==> config.mk <==
export PLATFORM = sky130hd
export DESIGN_NAME = clksrc_ctrl
export DESIGN_NICKNAME = d
export VERILOG_FILES = /design/src/clksrc_pkg.sv /design/src/clksrc_sync.sv /design/src/clksrc_bus_div.sv /design/src/clksrc_ctrl.sv
export SDC_FILE = /design/constraint.sdc
export NUM_CORES = 1
export LEC_CHECK = 0
export BUFFER_PORTS_ARGS = -buffer_cell sky130_fd_sc_hd__buf_2
export CAP_MARGIN = 20
export CELL_PAD_IN_SITES_DETAIL_PLACEMENT = 0
export CELL_PAD_IN_SITES_GLOBAL_PLACEMENT = 1
export CORE_MARGIN = 4
export CORE_UTILIZATION = 30
export CTS_BUF_LIST = sky130_fd_sc_hd__clkbuf_8
export DETAILED_ROUTE_END_ITERATION = 12
export GPL_TIMING_DRIVEN = 0
export PLACE_DENSITY = 0.59
export SYNTH_ARGS = -nofsm -noshare
export SYNTH_HDL_FRONTEND = slang
export SYNTH_SLANG_ARGS = --single-unit
==> constraint.sdc <==
create_clock -name clk_sys_in -period 2.25 [get_ports clk_sys_in]
set_clock_uncertainty 0.05 [all_clocks]
set_input_delay 0.45 -clock clk_sys_in [delete_from_list [all_inputs] [get_ports clk_sys_in]]
set_output_delay 0.45 -clock clk_sys_in [all_outputs]
set_load 0.01 [all_outputs]
==> src/clksrc_pkg.sv <==
// Purpose: Shared constants and types for the clock source mode control block
// Assumes: One 100 MHz system clock; byte-wide register port
// Notes:   Offsets are indices on the plain register port
package clksrc_pkg;

  localparam int unsigned ADDR_W       = 3;
  localparam logic [2:0]  OFF_CTRL_ONE = 3'h0;
  localparam logic [2:0]  OFF_CTRL_TWO = 3'h1;
  localparam logic [2:0]  OFF_TRIM     = 3'h2;
  localparam logic [2:0]  OFF_STATUS   = 3'h4;
  localparam logic [2:0]  OFF_CTRL_IRQ = 3'h5;

  localparam int unsigned LOL_BIT      = 7;
  localparam int unsigned LOCK_BIT     = 6;
  localparam int unsigned RSVD_BIT     = 5;
  localparam int unsigned REFST_BIT    = 4;
  localparam int unsigned OUTST_LSB    = 2;
  localparam int unsigned LOSS_OF_LOCK_IRQ_ENABLE_BIT    = 5;

  localparam logic [1:0]  SRC_FLL      = 2'h0;
  localparam logic [1:0]  SRC_INT      = 2'h1;
  localparam logic [1:0]  SRC_EXT      = 2'h2;
  localparam logic [1:0]  SRC_RSVD     = 2'h3;

  localparam logic [7:0]  CTRL_ONE_RST = 8'h04;
  localparam logic [7:0]  CTRL_TWO_RST = 8'h00;
  localparam logic [7:0]  TRIM_RST     = 8'h80;
  localparam logic [7:0]  CTRL_IRQ_RST = 8'h00;

  localparam int unsigned LOOP_MULT    = 1024;
  localparam int unsigned CLK_MHZ      = 100;
  localparam int unsigned LOCK_SETTLE_NS = 1000;
  localparam int unsigned LOCK_SETTLE_CYC = (LOCK_SETTLE_NS * CLK_MHZ + 999) / 1000;

  typedef struct packed {
    logic [1:0] output_source_select;
    logic [2:0] reference_divider;
    logic       reference_select;
    logic       internal_ref_output_enable;
    logic       internal_ref_stop_enable;
  } clksrc_ctrl_one_t;

  typedef struct packed {
    logic [2:0] bus_divider;
    logic       rsvd_hi;
    logic       loop_disable_in_bypass;
    logic [2:0] rsvd_lo;
  } clksrc_ctrl_two_t;

  typedef struct packed {
    logic ext_ref_ok;
    logic loop_locked;
    logic stop_req;
    logic background_debug_mode;
  } clksrc_pins_t;

  typedef enum logic [2:0] {
    engaged_internal_mode,
    engaged_external_mode,
    bypass_internal_mode,
    bypass_internal_lowpower_mode,
    bypass_external_mode,
    bypass_external_lowpower_mode,
    stop_mode
  } clksrc_mode_t;

endpackage : clksrc_pkg

==> src/clksrc_sync.sv <==
// Purpose: Two-stage synchroniser for a bundle of levels
// Assumes: Inputs are levels, not pulses
// Notes:   First stage feeds only the second stage
`timescale 1ns/10ps
module clksrc_sync #(
  parameter int unsigned W = 1
) (
  input  wire logic         clk_sys_in,
  input  wire logic         rst_b_in,
  input  wire logic [W-1:0] d_in,
  output logic      [W-1:0] q_out
);
  logic [W-1:0] meta_r;
  logic [W-1:0] stab_r;

  initial begin
    if (W < 1) $error("clksrc_sync: W must be at least 1");
  end

  always_ff @(posedge clk_sys_in or negedge rst_b_in) begin
    if (!rst_b_in) begin
      meta_r <= '0;
      stab_r <= '0;
    end else begin
      meta_r <= d_in;
      stab_r <= meta_r;
    end
  end

  assign q_out = stab_r;
endmodule : clksrc_sync

==> src/clksrc_bus_div.sv <==
// Purpose: Bus clock enable divider, divide by two to the power of the field
// Assumes: Division field may change at any cycle
// Notes:   The mask is decoded live, so a new ratio acts at once
`timescale 1ns/10ps
module clksrc_bus_div #(
  parameter int unsigned DIV_W = 3
) (
  input  wire logic             clk_sys_in,
  input  wire logic             rst_b_in,
  input  wire logic [DIV_W-1:0] bus_div_in,
  input  wire logic             run_in,
  output logic                  tick_out
);
  localparam int unsigned CNT_W = (1 << DIV_W) - 1;
  logic [CNT_W-1:0] cnt_r;
  logic [CNT_W-1:0] mask;

  initial begin
    if (DIV_W < 1 || DIV_W > 4) $error("clksrc_bus_div: DIV_W out of range");
  end

  function automatic logic [CNT_W-1:0] div_mask(input logic [DIV_W-1:0] d);
    logic [CNT_W:0] one;
    one = '0;
    one[0] = 1'b1;
    div_mask = CNT_W'((one << d) - one);
  endfunction : div_mask

  assign mask = div_mask(bus_div_in);

  always_ff @(posedge clk_sys_in or negedge rst_b_in) begin
    if (!rst_b_in) begin
      cnt_r <= '0;
    end else if (run_in) begin
      cnt_r <= cnt_r + CNT_W'(1);
    end
  end

  // Static while not running, so the output clock holds still in stop
  assign tick_out = run_in && ((cnt_r & mask) == mask);
endmodule : clksrc_bus_div

==> src/clksrc_ctrl.sv <==
// Purpose: Mode selection, source switching and lock status of the clock source
// Assumes: Pins arrive asynchronously; analog loop and oscillators sit outside
// Notes:   Main clock output is a one-cycle enable on the single system clock; reference clock output is a level
`timescale 1ns/10ps

// Notes on behaviour
// - Reference status bit 4 after synchronising
// - Output source status field after synchronising
// - Reserved status bits always read zero
// - Lock bit shows current loop lock
// - Default engaged internal, loop times 1024
// - Engaged external needs properly divided reference
// - Bypass internal keeps loop locked running
// - Bypass internal low power stops loop
// - Bypass external keeps loop locked running
// - Bypass external low power stops loop
// - Stop freezes clocks except enabled reference
// - Stop reverts oscillator, needs relock afterwards
// - Reference switch any time, then relock
// - Unavailable output source keeps previous one
// - Bus divider change acts immediately
// - Low power bit off keeps loop enabled
// - Loss of lock sticky, write one clears
// - Lock clears on reference, divider, trim, stop; trim clears it only while internal reference selected
module clksrc_ctrl
  import clksrc_pkg::*;
#(
  parameter int unsigned DIV_W = 3
) (
  input  wire logic              clk_sys_in,
  input  wire logic              rst_b_in,
  input  wire logic [ADDR_W-1:0] addr_in,
  input  wire logic [7:0]        wdata_in,
  input  wire logic              wr_in,
  input  wire logic              rd_in,
  output logic      [7:0]        rdata_out,
  input  wire clksrc_pins_t      pins_in,
  output logic                   main_clock_output_out,
  output logic                   internal_ref_clock_output_out,
  output logic      [1:0]        ref_mux_sel_out,
  output logic                   internal_ref_enable_out,
  output logic                   external_ref_enable_out,
  output logic                   loop_enable_out,
  output logic                   loop_restart_out,
  output logic                   oscillator_revert_out,
  output logic      [2:0]        reference_divider_out,
  output logic      [7:0]        trim_out,
  output logic                   loss_of_lock_irq_out,
  output clksrc_mode_t           mode_out
);
  clksrc_ctrl_one_t ctrl_one_r;
  clksrc_ctrl_two_t ctrl_two_r;
  logic [7:0]       trim_r;
  logic             loss_of_lock_irq_enable_r;
  clksrc_pins_t     pins_s;
  logic             ref_sel_act_r;
  logic [1:0]       out_sel_act_r;
  logic             ref_sel_prev_r;
  logic             stop_prev_r;
  logic             lock_r;
  logic             loss_of_lock_flag_r;
  logic [7:0]       settle_r;
  logic             relock_evt_r;
  logic [2:0]       stat_s;
  logic [7:0]       rdata_r;
  logic             restart_r;
  clksrc_mode_t     mode_r;
  clksrc_mode_t     mode_nxt;
  logic             wr_one;
  logic             wr_two;
  logic             wr_trim;
  logic             wr_stat;
  logic             wr_irq;
  logic             stop_s;
  logic             lowpower;
  logic             loop_on;
  logic             relock_evt;
  logic             out_req_ok;
  logic             div_tick;

  localparam logic [7:0] SETTLE_LAST = 8'(LOCK_SETTLE_CYC - 1);

  initial begin
    if (DIV_W != 3) $error("clksrc_ctrl: bus divider field is three bits");
    if (LOCK_SETTLE_CYC > 256) $error("clksrc_ctrl: settle count too wide");
  end

  function automatic logic hit(input logic [ADDR_W-1:0] a, input logic [ADDR_W-1:0] off);
    hit = (a == off);
  endfunction : hit

  assign wr_one  = wr_in && hit(addr_in, OFF_CTRL_ONE);
  assign wr_two  = wr_in && hit(addr_in, OFF_CTRL_TWO);
  assign wr_trim = wr_in && hit(addr_in, OFF_TRIM);
  assign wr_stat = wr_in && hit(addr_in, OFF_STATUS);
  assign wr_irq  = wr_in && hit(addr_in, OFF_CTRL_IRQ);

  // Asynchronous pins pass two flip-flops before use
  clksrc_sync #(.W(4)) u_pin_sync (
    .clk_sys_in (clk_sys_in),
    .rst_b_in   (rst_b_in),
    .d_in       (pins_in),
    .q_out      (pins_s)
  );

  assign stop_s   = pins_s.stop_req;
  assign lowpower = ctrl_two_r.loop_disable_in_bypass && !pins_s.background_debug_mode;

  // Loop runs in engaged modes, and in bypass unless low power outside debug
  assign loop_on = !stop_s && ((out_sel_act_r == SRC_FLL) || !lowpower);

  // Register writes; any field may change at any time
  always_ff @(posedge clk_sys_in or negedge rst_b_in) begin
    if (!rst_b_in) begin
      ctrl_one_r <= clksrc_ctrl_one_t'(CTRL_ONE_RST);
    end else if (wr_one) begin
      ctrl_one_r <= clksrc_ctrl_one_t'(wdata_in);
    end
  end

  always_ff @(posedge clk_sys_in or negedge rst_b_in) begin
    if (!rst_b_in) begin
      ctrl_two_r <= clksrc_ctrl_two_t'(CTRL_TWO_RST);
    end else if (wr_two) begin
      ctrl_two_r.bus_divider            <= wdata_in[7:5];
      ctrl_two_r.loop_disable_in_bypass <= wdata_in[3];
      ctrl_two_r.rsvd_hi                <= 1'b0;
      ctrl_two_r.rsvd_lo                <= 3'h0;
    end
  end

  always_ff @(posedge clk_sys_in or negedge rst_b_in) begin
    if (!rst_b_in) begin
      trim_r  <= TRIM_RST;
      loss_of_lock_irq_enable_r <= 1'b0;
    end else begin
      if (wr_trim) begin
        trim_r <= wdata_in;
      end
      if (wr_irq) begin
        loss_of_lock_irq_enable_r <= wdata_in[LOSS_OF_LOCK_IRQ_ENABLE_BIT];
      end
    end
  end

  // Reference mux follows the request once the external source is good;
  // software should wait on the status bit before engaging external
  always_ff @(posedge clk_sys_in or negedge rst_b_in) begin
    if (!rst_b_in) begin
      ref_sel_act_r <= 1'b1;
    end else if (ctrl_one_r.reference_select || pins_s.ext_ref_ok) begin
      ref_sel_act_r <= ctrl_one_r.reference_select;
    end
  end

  // Output mux moves only to a source that is actually available
  always_comb begin
    unique case (ctrl_one_r.output_source_select)
      SRC_FLL:  out_req_ok = !stop_s && ((out_sel_act_r == SRC_FLL) || !lowpower);
      SRC_INT:  out_req_ok = 1'b1;
      SRC_EXT:  out_req_ok = pins_s.ext_ref_ok;
      SRC_RSVD: out_req_ok = 1'b0;
    endcase
  end

  always_ff @(posedge clk_sys_in or negedge rst_b_in) begin
    if (!rst_b_in) begin
      out_sel_act_r <= SRC_FLL;
    end else if (out_req_ok) begin
      out_sel_act_r <= ctrl_one_r.output_source_select;
    end
  end

  // Status copies are taken from the mux selects through two stages
  clksrc_sync #(.W(3)) u_stat_sync (
    .clk_sys_in (clk_sys_in),
    .rst_b_in   (rst_b_in),
    .d_in       ({ref_sel_act_r, out_sel_act_r}),
    .q_out      (stat_s)
  );

  // Events that throw the loop out of lock
  always_ff @(posedge clk_sys_in or negedge rst_b_in) begin
    if (!rst_b_in) begin
      ref_sel_prev_r <= 1'b1;
      stop_prev_r    <= 1'b0;
    end else begin
      ref_sel_prev_r <= ref_sel_act_r;
      stop_prev_r    <= stop_s;
    end
  end

  assign relock_evt = (ref_sel_prev_r != ref_sel_act_r)
                   || (wr_one && (wdata_in[5:3] != ctrl_one_r.reference_divider))
                   || (wr_trim && ref_sel_act_r && (wdata_in != trim_r))
                   || (stop_s && !stop_prev_r);

  always_ff @(posedge clk_sys_in or negedge rst_b_in) begin
    if (!rst_b_in) begin
      relock_evt_r <= 1'b0;
    end else begin
      relock_evt_r <= relock_evt;
    end
  end

  // Lock is trusted only after the detector holds steady for the settle time
  always_ff @(posedge clk_sys_in or negedge rst_b_in) begin
    if (!rst_b_in) begin
      settle_r <= 8'h00;
      lock_r   <= 1'b0;
    end else if (relock_evt || relock_evt_r || !loop_on || !pins_s.loop_locked) begin
      settle_r <= 8'h00;
      lock_r   <= 1'b0;
    end else if (!lock_r) begin
      if (settle_r == SETTLE_LAST) begin
        lock_r <= 1'b1;
      end else begin
        settle_r <= settle_r + 8'h01;
      end
    end
  end

  // Only a genuine drop of the detector counts; a set beats a clear
  always_ff @(posedge clk_sys_in or negedge rst_b_in) begin
    if (!rst_b_in) begin
      loss_of_lock_flag_r <= 1'b0;
    end else if (lock_r && loop_on && !pins_s.loop_locked && !relock_evt) begin
      loss_of_lock_flag_r <= 1'b1;
    end else if (wr_stat && wdata_in[LOL_BIT]) begin
      loss_of_lock_flag_r <= 1'b0;
    end
  end

  // Pulse to restart the loop, and hold the oscillator at reset value in stop
  always_ff @(posedge clk_sys_in or negedge rst_b_in) begin
    if (!rst_b_in) begin
      restart_r <= 1'b0;
    end else begin
      restart_r <= relock_evt;
    end
  end

  // Mode decode for visibility
  always_comb begin
    if (stop_s) begin
      mode_nxt = stop_mode;
    end else begin
      unique case (out_sel_act_r)
        SRC_FLL:  mode_nxt = ref_sel_act_r ? engaged_internal_mode : engaged_external_mode;
        SRC_INT:  mode_nxt = lowpower ? bypass_internal_lowpower_mode : bypass_internal_mode;
        SRC_EXT:  mode_nxt = lowpower ? bypass_external_lowpower_mode : bypass_external_mode;
        SRC_RSVD: mode_nxt = mode_r;
      endcase
    end
  end

  always_ff @(posedge clk_sys_in or negedge rst_b_in) begin
    if (!rst_b_in) begin
      mode_r <= engaged_internal_mode;
    end else begin
      mode_r <= mode_nxt;
    end
  end

  // Register read path, one cycle latency; unmapped reads give zero
  always_ff @(posedge clk_sys_in or negedge rst_b_in) begin
    if (!rst_b_in) begin
      rdata_r <= 8'h00;
    end else if (rd_in) begin
      unique case (addr_in)
        OFF_CTRL_ONE: rdata_r <= 8'(ctrl_one_r);
        OFF_CTRL_TWO: rdata_r <= 8'(ctrl_two_r);
        OFF_TRIM:     rdata_r <= trim_r;
        OFF_STATUS:   rdata_r <= {loss_of_lock_flag_r, lock_r, 1'b0, stat_s, 2'h0};
        OFF_CTRL_IRQ: rdata_r <= 8'(loss_of_lock_irq_enable_r) << LOSS_OF_LOCK_IRQ_ENABLE_BIT;
        default:      rdata_r <= 8'h00;
      endcase
    end
  end

  clksrc_bus_div #(.DIV_W(DIV_W)) u_bus_div (
    .clk_sys_in (clk_sys_in),
    .rst_b_in   (rst_b_in),
    .bus_div_in (ctrl_two_r.bus_divider),
    .run_in     (!stop_s),
    .tick_out   (div_tick)
  );

  assign rdata_out                     = rdata_r;
  assign main_clock_output_out         = div_tick;
  assign internal_ref_clock_output_out = ctrl_one_r.internal_ref_output_enable
                                      && (!stop_s || ctrl_one_r.internal_ref_stop_enable);
  assign ref_mux_sel_out               = out_sel_act_r;
  // Internal reference stays on whenever an internal mode uses it
  assign internal_ref_enable_out       = ref_sel_act_r || (out_sel_act_r == SRC_INT)
                                      || internal_ref_clock_output_out;
  assign external_ref_enable_out       = !ref_sel_act_r || (out_sel_act_r == SRC_EXT);
  assign loop_enable_out               = loop_on;
  assign loop_restart_out              = restart_r;
  assign oscillator_revert_out         = stop_s;
  assign reference_divider_out         = ctrl_one_r.reference_divider;
  assign trim_out                      = trim_r;
  assign loss_of_lock_irq_out          = loss_of_lock_flag_r && loss_of_lock_irq_enable_r;
  assign mode_out                      = mode_r;
endmodule : clksrc_ctrl

==> flow_metrics.py, run 1 <==
metrics = {
    "status": {
        "outcome": "finished, final reports clean",
    },
    "grt": {
        "grt_pass1_wl_mm": 12.36,
        "grt_usage_pct": 12.54,
        "grt_pass1_vias": 2349,
        "grt_max_degree": 70,
        "grt_remaining_overflow": 0,
        "antenna_found_initial": 0,
    },
    "routing": {
        "vias": 2199,
        "first_pass_iters": 4,
        "drt-initial-drc-count": 50,
        "drc": 0,
        "vias_per_cell": 4.669,
        "wirelength_mm": 7.383,
        "ant_nets": 0,
        "wl_per_cell_um": 15.68,
    },
    "yosys": {
        "ys_top_cells_by_count": "dfrtp_1 (65), mux2_2 (22), nand2_1 (14), nor2_1 (14), xor2_1 (14)",
        "synth_top_area_share_pct": 50.64,
        "synth-warning-count": 0,
        "syn_area_per_cell_sq_um": 11.90,
        "synth.most_common_cell": "dfrtp_1",
        "ys_seq_area_share_pct": 53.92,
        "synth-simple-area-share_pct": 14.96,
        "synthTopCellsByArea": "dfrtp_1 (51%), mux2_2 (7.7%), xor2_1 (3.8%)",
        "synth.distinct_cells": 51,
        "synth-seq-cells": 69,
        "syn-num-nets": 295,
        "synth_adder_area_share_pct": 2.337,
        "synth_top_family_by_area": "simple AND/OR/NAND/NOR gates",
        "synth_enable_flop_cells": 0,
        "syn_area_sq_mm": 0.003212,
        "synthMuxAreaShare_pct": 9.272,
        "ys_async_sr_fraction_pct": 100.0,
        "netlist_instances": 270,
        "synth-xor-area-share_pct": 6.272,
        "synthFlopType": "dfrtp_1",
        "synth_top_area_cell": "dfrtp_1",
        "synth_compound_area_share_pct": 9.427,
    },
    "power_and_ir_drop": {
        "p_switching_uw": 1134,
        "p_clk_share_pct": 31.9,
        "intPower_uw": 2649,
        "power.density_mw_per_mm2": 975.0,
        "vdd_ir_drop_max_v": 0.0003597,
        "pwr-share-comb_pct": 21.8,
        "leakage_uw": 0.001696,
        "pwr-share-seq_pct": 46.2,
        "swShare_pct": 29.98,
        "finalPower_uw": 3783,
    },
    "sta": {
        "period_minus_slack_ns": 2.130,
        "tns_ns": 0,
        "rsz0062_at_grt": "false",
        "period_share_pct": 94.68,
        "hold_viol_final": 0,
        "fmax_ghz": 0.4694,
        "drv_slew": 0,
        "max_slew_margin_pct": 41.27,
        "finalSetupViolCount": 0,
        "worst_slew_pin_slew_ns": 0.8809,
    },
    "floorplanning": {
        "die-area_sq_mm": 0.01243,
        "die_w_um": 111.5,
        "die_y_um": 111.5,
        "fp-row-count": 37,
        "core-area_sq_mm": 0.01037,
        "ios": 51,
        "initial_core_util_pct": 30.97,
    },
    "critical_path": {
        "crit_path_start_kind": "flop",
        "endpoint_kind": "output port",
        "worst-setup-path-type": "flop to output port",
        "rr_startpoint": "trim_out[6]",
        "required_ns": 1.75,
        "cp-startpoint": "u_pin_sync.q_out[1]",
        "cp.arrival_ns": 1.63,
        "crit_path_max_fanout": 6,
    },
    "layout": {
        "drive_gt1_share_pct": 35.22,
        "antenna_cells": 0,
        "nFillCells": 1039,
        "area_growth_pct": 20.80,
        "fin_nets": 355,
    },
    "clocking": {
        "cts.htree.levels": 3,
        "cts_setup_buffers": 0,
        "clockBufferDepth": 2,
        "cts_sinks": 69,
        "clkTransAtPathRegs_ns": 0.08,
        "cts_tree": "yes",
        "root_buffer": "clkbuf_8",
        "cts_buffers": 9,
        "clk_latency_ns": 0.34,
    },
    "placement": {
        "hpwl_mm": 5.246,
        "io_buffers": 49,
        "gp_congestion": 0.7535,
    },
    "min_path": {
        "hold_path.class": "input pin to asynchronous set/reset pin",
    },
    "run": {
        "cap_violations": 0,
    },
}
==> worst max-delay path, stage by stage, from the launching register on <==
cell,delay [ns]
dfrtp_1,0.53
a21boi_0,0.27
or3_1,0.36
buf_2,0.15
==> power by group through the flow <==
stage	sequential [uW]	clock, uW	combinational [uW]
floorplan	1740	0	516
global placement	1770	0	823
detailed placement	1770	0	829
CTS	1760	1240	837
global route	1800	1300	932
finish	1750	1210	826
==> repair_timing <==
action | 4_1_cts | 5_1_grt
gates resized for setup | 2 | 3
hold endpoints to repair | 0 | 0
endpoints found under the setup margin | 1 | 2
gates cloned | 0 | 0
hold buffers | 0 | 0
==> final cells by class <==
type | count | area [sq um] | area share (%)
inverters | 13 | 48.80 | 1.258
clock inverters | 7 | 115.1 | 2.967
multi-input cells | 177 | 1365 | 35.18
clock buffers | 9 | 123.9 | 3.193
well taps | 136 | 170.2 | 4.386
repair buffers | 49 | 247.7 | 6.385
plain buffers | 11 | 75.07 | 1.935
flip-flops and latches | 69 | 1734 | 44.70
==> flip-flops by register name, indices dropped and copies added (netlist names) <==
signal	cells
rdata_out	8
settle_r	8
trim_out	8
u_bus_div.cnt_r	7
ctrl_one_r	5
ctrl_two_r	4
u_pin_sync.meta_r	4
u_pin_sync.q_out	4
mode_out	3
reference_divider_out	3
u_stat_sync.meta_r	3
u_stat_sync.q_out	3
ref_mux_sel_out	2
lock_r	1
loop_restart_out	1
loss_of_lock_flag_r	1
loss_of_lock_irq_enable_r	1
ref_sel_act_r	1
ref_sel_prev_r	1
stop_prev_r	1
==> metal layers <==
layer	up-vias	share of wire [%]	global-route usage, %	routed length [um]
li1	1070	-	-	-
met1	1073	50	17.33	3678
met2	42	44	19.06	3279
met3	14	3.6	2.609	263
met4	0	2.2	5.434	161
met5	-	0	0	0
==> metrics by stage <==
stage | instances | utilization (%) | worst slack, ns | hold slack [ns] | area, sq um
floorplan | 270 | - | 0.6072 | 0.1044 | 3212
detailed placement | 455 | 35.00 | 0.2479 | 0.2847 | 3630
global placement | 455 | 34.98 | 0.2588 | 0.2822 | 3627
finish | 471 | 37.42 | 0.1196 | 0.1516 | 3880
CTS | 471 | 37.33 | 0.01346 | 0.1443 | 3871
global route | 471 | 37.42 | 0.02075 | 0.1467 | 3880
==> placed cells by master (no fill, tap or decap), drive strengths merged, types with 3 or more instances in the layout <==
master / synthesis / final
a21o: 3 / 3
nor2: 14 / 14
nand4: 5 / 5
xnor2: 9 / 9
nand4b: 3 / 3
mux2: 22 / 22
o22ai: 4 / 4
nor3b: 3 / 3
ha: 6 / 6
a21oi: 11 / 11
xor2: 14 / 14
dfstp: 4 / 4
and2: 3 / 3
bufinv: 0 / 3
a31oi: 3 / 3
nor2b: 5 / 5
nor3: 12 / 12
nand2: 15 / 15
clkbuf: 1 / 11
buf: 10 / 58
dfrtp: 65 / 65
mux2i: 5 / 5
o21ai: 9 / 9
nand2b: 5 / 5
inv: 13 / 14
==> worst paths after layout <==
kind / endpoint / slack, ns / cells past startpoint
max reg2reg: loop_restart_out / 0.48 / 5
max in group asynchronous: ref_mux_sel_out[1] / 1.34 / 1
min: u_bus_div.cnt_r[3] / 0.15 / 1
min in group clk_sys_in: u_pin_sync.meta_r[1] / 0.17 / 1
min reg2reg: u_pin_sync.q_out[1] / 0.30 / 0
max: internal_ref_enable_out / 0.12 / 3
==> cell families after synthesis <==
kind of cell,after synthesis
compound gates,45
xor+xnor,23
fa+ha+maj,6
buf+inv,24
flops,69
mux,27
simple gates,76
Note: power is estimated with default switching activity, not from simulation.
==> run 2: changes to the inputs <==
SETUP_SLACK_MARGIN = 0.15   (was default)
==> flow_metrics.py, run 2 (synthesized netlist as in run 1, its figures left out) <==
metrics = {
    "status": {
        "outcome": "finished, final reports clean",
    },
    "clocking": {
        "clkTransAtPathRegs_ns": 0.08,
        "hold_buffers": 0,
        "root_buffer": "clkbuf_8",
        "clockBufferDepth": 2,
        "cts.htree.levels": 3,
        "cts_buffers": 9,
        "cts_sinks": 69,
        "clk_latency_ns": 0.34,
        "cts_tree": "yes",
    },
    "critical_path": {
        "worst-setup-path-type": "flop to output port",
        "required_ns": 1.75,
        "endpoint_kind": "output port",
        "cp.arrival_ns": 1.53,
        "crit_path_max_fanout": 3,
        "crit_path_start_kind": "flop",
    },
    "layout": {
        "design_area_sq_mm": 0.003959,
        "finalNonFillerCells": 479,
        "final_common_cell": "dfrtp_1",
        "antenna_cells": 0,
        "layout_common_cells": "dfrtp_1 (60), buf_2 (51), mux2_2 (22)",
        "fin_nets": 363,
        "drive_gt1_share_pct": 37.90,
        "area_growth_pct": 23.26,
        "nFillCells": 1028,
    },
    "power_and_ir_drop": {
        "leakage_uw": 0.001737,
        "finalPower_uw": 3883,
        "power.density_mw_per_mm2": 980.9,
        "vdd_ir_drop_max_v": 0.0003526,
    },
    "sta": {
        "finalSetupViolCount": 0,
        "fmax_ghz": 0.4938,
        "max_slew_margin_pct": 40.99,
        "period_minus_slack_ns": 2.025,
        "worst_slew_pin_slew_ns": 0.8851,
        "hold_viol_final": 0,
        "rsz0062_at_grt": "true",
        "tns_ns": 0,
        "drv_slew": 0,
        "worst_hold_slack_ns": 0.1526,
        "period_share_pct": 90.01,
    },
    "grt": {
        "grt_pass1_vias": 2351,
        "grt_remaining_overflow": 0,
        "grt_max_degree": 70,
        "grt_pass1_wl_mm": 12.41,
        "grt_usage_pct": 12.57,
        "antenna_found_initial": 0,
    },
    "routing": {
        "highest_layer": "met4",
        "drc": 0,
        "ant_nets": 0,
        "wirelength_mm": 7.457,
        "vias": 2216,
        "met2_wirelength_mm": 3.322,
        "wl_met3_um": 272,
        "first_pass_iters": 4,
        "wl_met1_mm": 3.705,
        "drt-initial-drc-count": 58,
        "vias_per_cell": 4.626,
        "wl_per_cell_um": 15.57,
    },
    "placement": {
        "gp_congestion": 0.7535,
        "placedCellCount": 455,
        "io_buffers": 49,
        "post_dp_cell_area_sq_mm": 0.003630,
        "hpwl_mm": 5.246,
    },
    "floorplanning": {
        "fp-row-count": 37,
        "core-area_sq_mm": 0.01037,
        "die_w_um": 111.5,
        "ios": 51,
        "die_y_um": 111.5,
        "die-area_sq_mm": 0.01243,
        "initial_core_util_pct": 30.97,
    },
    "run": {
        "cap_violations": 0,
    },
    "min_path": {
        "hold_path.class": "input pin to asynchronous set/reset pin",
    },
}
-- run 2: report_power, final --
part           switching [uW]  leakage, uW  internal, uW
Clock                     480     0.000121           733
Combinational             458     0.000775           478
Sequential                226     0.000841          1510
-- run 2: final cells by class --
class	count	area (sq um)	area share, %
buffer	11	75.07	1.896
clock buffer	9	123.9	3.129
clock inverter	7	115.1	2.908
inverter	13	48.80	1.233
multi-input combinational	177	1380	34.86
sequential	69	1738	43.90
tap	136	170.2	4.298
timing repair buffer	57	307.8	7.775
-- run 2: metal layers --
metal  vias up  GRT usage (%)
met2        41          19.06
met1      1078          17.44
met5         -              0
li1       1083              -
met3        14          2.609
met4         0          5.434
-- run 2: worst paths after layout --
kind,cells past startpoint,start,slack (ns),to
worst max-delay path,3,u_pin_sync.q_out[1],0.22,internal_ref_enable_out
worst min-delay path,1,rst_b_in,0.15,u_bus_div.cnt_r[3]
worst max register to register,5,trim_out[6],0.49,loop_restart_out
worst min register to register,0,u_pin_sync.meta_r[1],0.30,u_pin_sync.q_out[1]
max in group asynchronous,1,rst_b_in,1.34,ref_mux_sel_out[1]
min in group clk_sys_in,1,pins_in[1],0.17,u_pin_sync.meta_r[1]
-- run 2: stage by stage --
step / setup WS (ns) / utilization (%)
after floorplan: 0.6072 / -
after detailed placement: 0.2479 / 35.00
final: 0.2248 / 38.18
after CTS: 0.1591 / 37.58
after global routing: 0.1405 / 38.18
after global placement: 0.2588 / 34.98
-- run 2: what timing repair did --
action                                  CTS  global route
endpoints found under the setup margin    3             3
gates resized for setup                   7             4
pin swaps                                 0             2
buffers inserted                          2             6
-- run 2: worst max-delay path: stages, from the launching register on --
cell	delay, ns
dfrtp_2	0.44
a21boi_0	0.44
or3_1	0.18
buf_2	0.12
==> run 3: changes to the inputs <==
CORE_UTILIZATION = 35   (was 30)
PLACE_DENSITY = 0.66   (was 0.59)
RECOVER_POWER = 100   (was default)
==> flow_metrics.py, run 3 (synthesized netlist as in run 1, its figures left out) <==
metrics = {
    "floorplanning": {
        "die-area_sq_mm": 0.01077,
        "fp-row-count": 34,
        "ios": 51,
        "core-area_sq_mm": 0.008806,
        "die_w_um": 103.8,
        "initial_core_util_pct": 36.47,
        "die_y_um": 103.8,
    },
    "routing": {
        "drt-initial-drc-count": 39,
        "wirelength_mm": 7.069,
        "wl_per_cell_um": 15.60,
        "ant_nets": 0,
        "drc": 0,
        "vias": 2227,
        "first_pass_iters": 4,
        "vias_per_cell": 4.916,
    },
    "critical_path": {
        "worst-setup-path-type": "flop to output port",
        "crit_path_start_kind": "flop",
        "cp.arrival_ns": 1.57,
        "endpoint_kind": "output port",
        "required_ns": 1.75,
        "crit_path_max_fanout": 3,
    },
    "grt": {
        "grt_pass1_vias": 2280,
        "grt_remaining_overflow": 0,
        "grt_usage_pct": 13.73,
        "grt_pass1_wl_mm": 11.85,
        "grt_max_degree": 70,
        "antenna_found_initial": 0,
    },
    "layout": {
        "layout_common_cells": "dfrtp_1 (63), clkbuf_1 (33), mux2_2 (21), buf_2 (21), inv_1 (16)",
        "antenna_cells": 0,
        "nFillCells": 859,
        "final_core_util_pct": 42.71,
        "area_growth_pct": 17.10,
        "drive_gt1_share_pct": 24.35,
        "final_common_cell": "dfrtp_1",
        "fin_nets": 365,
    },
    "clocking": {
        "clkTransAtPathRegs_ns": 0.07,
        "cts_sinks": 69,
        "cts_buffers": 9,
        "clk_latency_ns": 0.33,
        "cts_tree": "yes",
        "root_buffer": "clkbuf_8",
        "clockBufferDepth": 2,
        "cts.htree.levels": 3,
        "hold_buffers": 0,
    },
    "sta": {
        "finalSetupViolCount": 0,
        "max_slew_margin_pct": -13.71,
        "drv_slew": 70,
        "fmax_ghz": 0.4838,
        "period_minus_slack_ns": 2.067,
        "hold_viol_final": 0,
        "rsz0062_at_grt": "true",
        "tns_ns": 0,
        "worst_slew_pin_slew_ns": 1.706,
        "period_share_pct": 91.86,
    },
    "power_and_ir_drop": {
        "power.density_mw_per_mm2": 926.5,
        "leakage_uw": 0.001616,
        "vdd_ir_drop_max_v": 0.0003968,
    },
    "placement": {
        "hpwl_mm": 4.947,
        "io_buffers": 49,
        "gp_congestion": 0.7719,
    },
    "min_path": {
        "hold_path.class": "input pin to flop",
    },
    "status": {
        "violations": "capacitance limit, slew limit",
        "outcome": "finished with violations",
    },
    "run": {
        "cap_violations": 1,
    },
}
## run 3: cell count changes in the layout (fill, tap and decap cells not counted), moves of 3 or more
cell       before  now
dfrtp_1        60   63
nor3_1          4   11
nor3_2          8    1
bufinv_16       3    0
dfrtp_2         5    2
clkbuf_1        1   33
buf_4          13    5
clkbuf_4        0    7
buf_2          51   21
## run 3: path summary, 6_finish.rpt
| path | startpoint | end | slack (ns) | cells after the start |
|---|---|---|---|---|
| hold reg to reg | u_pin_sync.meta_r[1] | u_pin_sync.q_out[1] | 0.29 | 0 |
| hold / removal | pins_in[0] | u_pin_sync.meta_r[0] | 0.17 | 1 |
| setup reg to reg | ref_sel_act_r | settle_r[6] | 0.47 | 4 |
| max in group asynchronous | rst_b_in | ref_mux_sel_out[1] | 0.50 | 1 |
| min in group asynchronous | rst_b_in | rdata_out[0] | 0.51 | 1 |
| setup / recovery | u_bus_div.cnt_r[0] | main_clock_output_out | 0.18 | 6 |
## run 3: metal layers
| metal | GRT usage (%) | share of wire, % | wire length [um] |
|---|---|---|---|
| met2 | 20.65 | 45 | 3163 |
| met3 | 3.980 | 4.6 | 323 |
| met5 | 0 | 0 | 0 |
| met4 | 3.704 | 0.98 | 69 |
| met1 | 19.43 | 50 | 3513 |
## run 3: cell type report
class / count / area (sq um) / share of cell area (%)
Sequential cell: 69 / 1734 / 46.11
Multi-Input combinational cell: 177 / 1329 / 35.33
Timing Repair Buffer: 59 / 279.0 / 7.419
Clock buffer: 10 / 137.6 / 3.659
Tap cell: 108 / 135.1 / 3.593
Buffer: 11 / 71.32 / 1.896
Inverter: 13 / 48.80 / 1.297
Clock inverter: 6 / 26.28 / 0.6986
## run 3: report_power, final
group | switching (uW) | leakage (uW) | internal [uW] | total, uW
Sequential | 230 | 0.000843 | 1500 | 1730
Combinational | 450 | 0.000673 | 449 | 898
Clock | 439 | 0.0000996 | 413 | 852
Total | 1120 | 0.00162 | 2370 | 3480
## run 3: per-stage QoR
| step | instance area (sq um) | hold WS [ns] | total power [uW] | worst slack [ns] | std cells |
|---|---|---|---|---|---|
| after global placement | 3592 | 0.2814 | 2576 | 0.2690 | 427 |
| after CTS | 3777 | 0.1507 | 3486 | 0.1522 | 444 |
| after detailed placement | 3595 | 0.2847 | 2590 | 0.2897 | 427 |
| final | 3761 | 0.1689 | 3485 | 0.1832 | 453 |
| after global routing | 3761 | 0.1451 | 3728 | 0.07966 | 453 |
| after floorplan | 3212 | 0.1044 | 2259 | 0.6072 | 270 |
## run 3: worst max-delay path, cell delays in order (launching register included)
cell and delay (ns):
dfrtp_1 0.37, clkbuf_4 0.13, clkbuf_1 0.17, o21ai_0 0.12, a21o_1 0.18, a21oi_2 0.13, buf_2 0.13
## run 3: repair_timing
item	CTS	global route
setup buffers	1	9
pin swaps	0	3
gates resized for setup	5	6
endpoints found under the setup margin	3	3
hold endpoints to repair	0	0
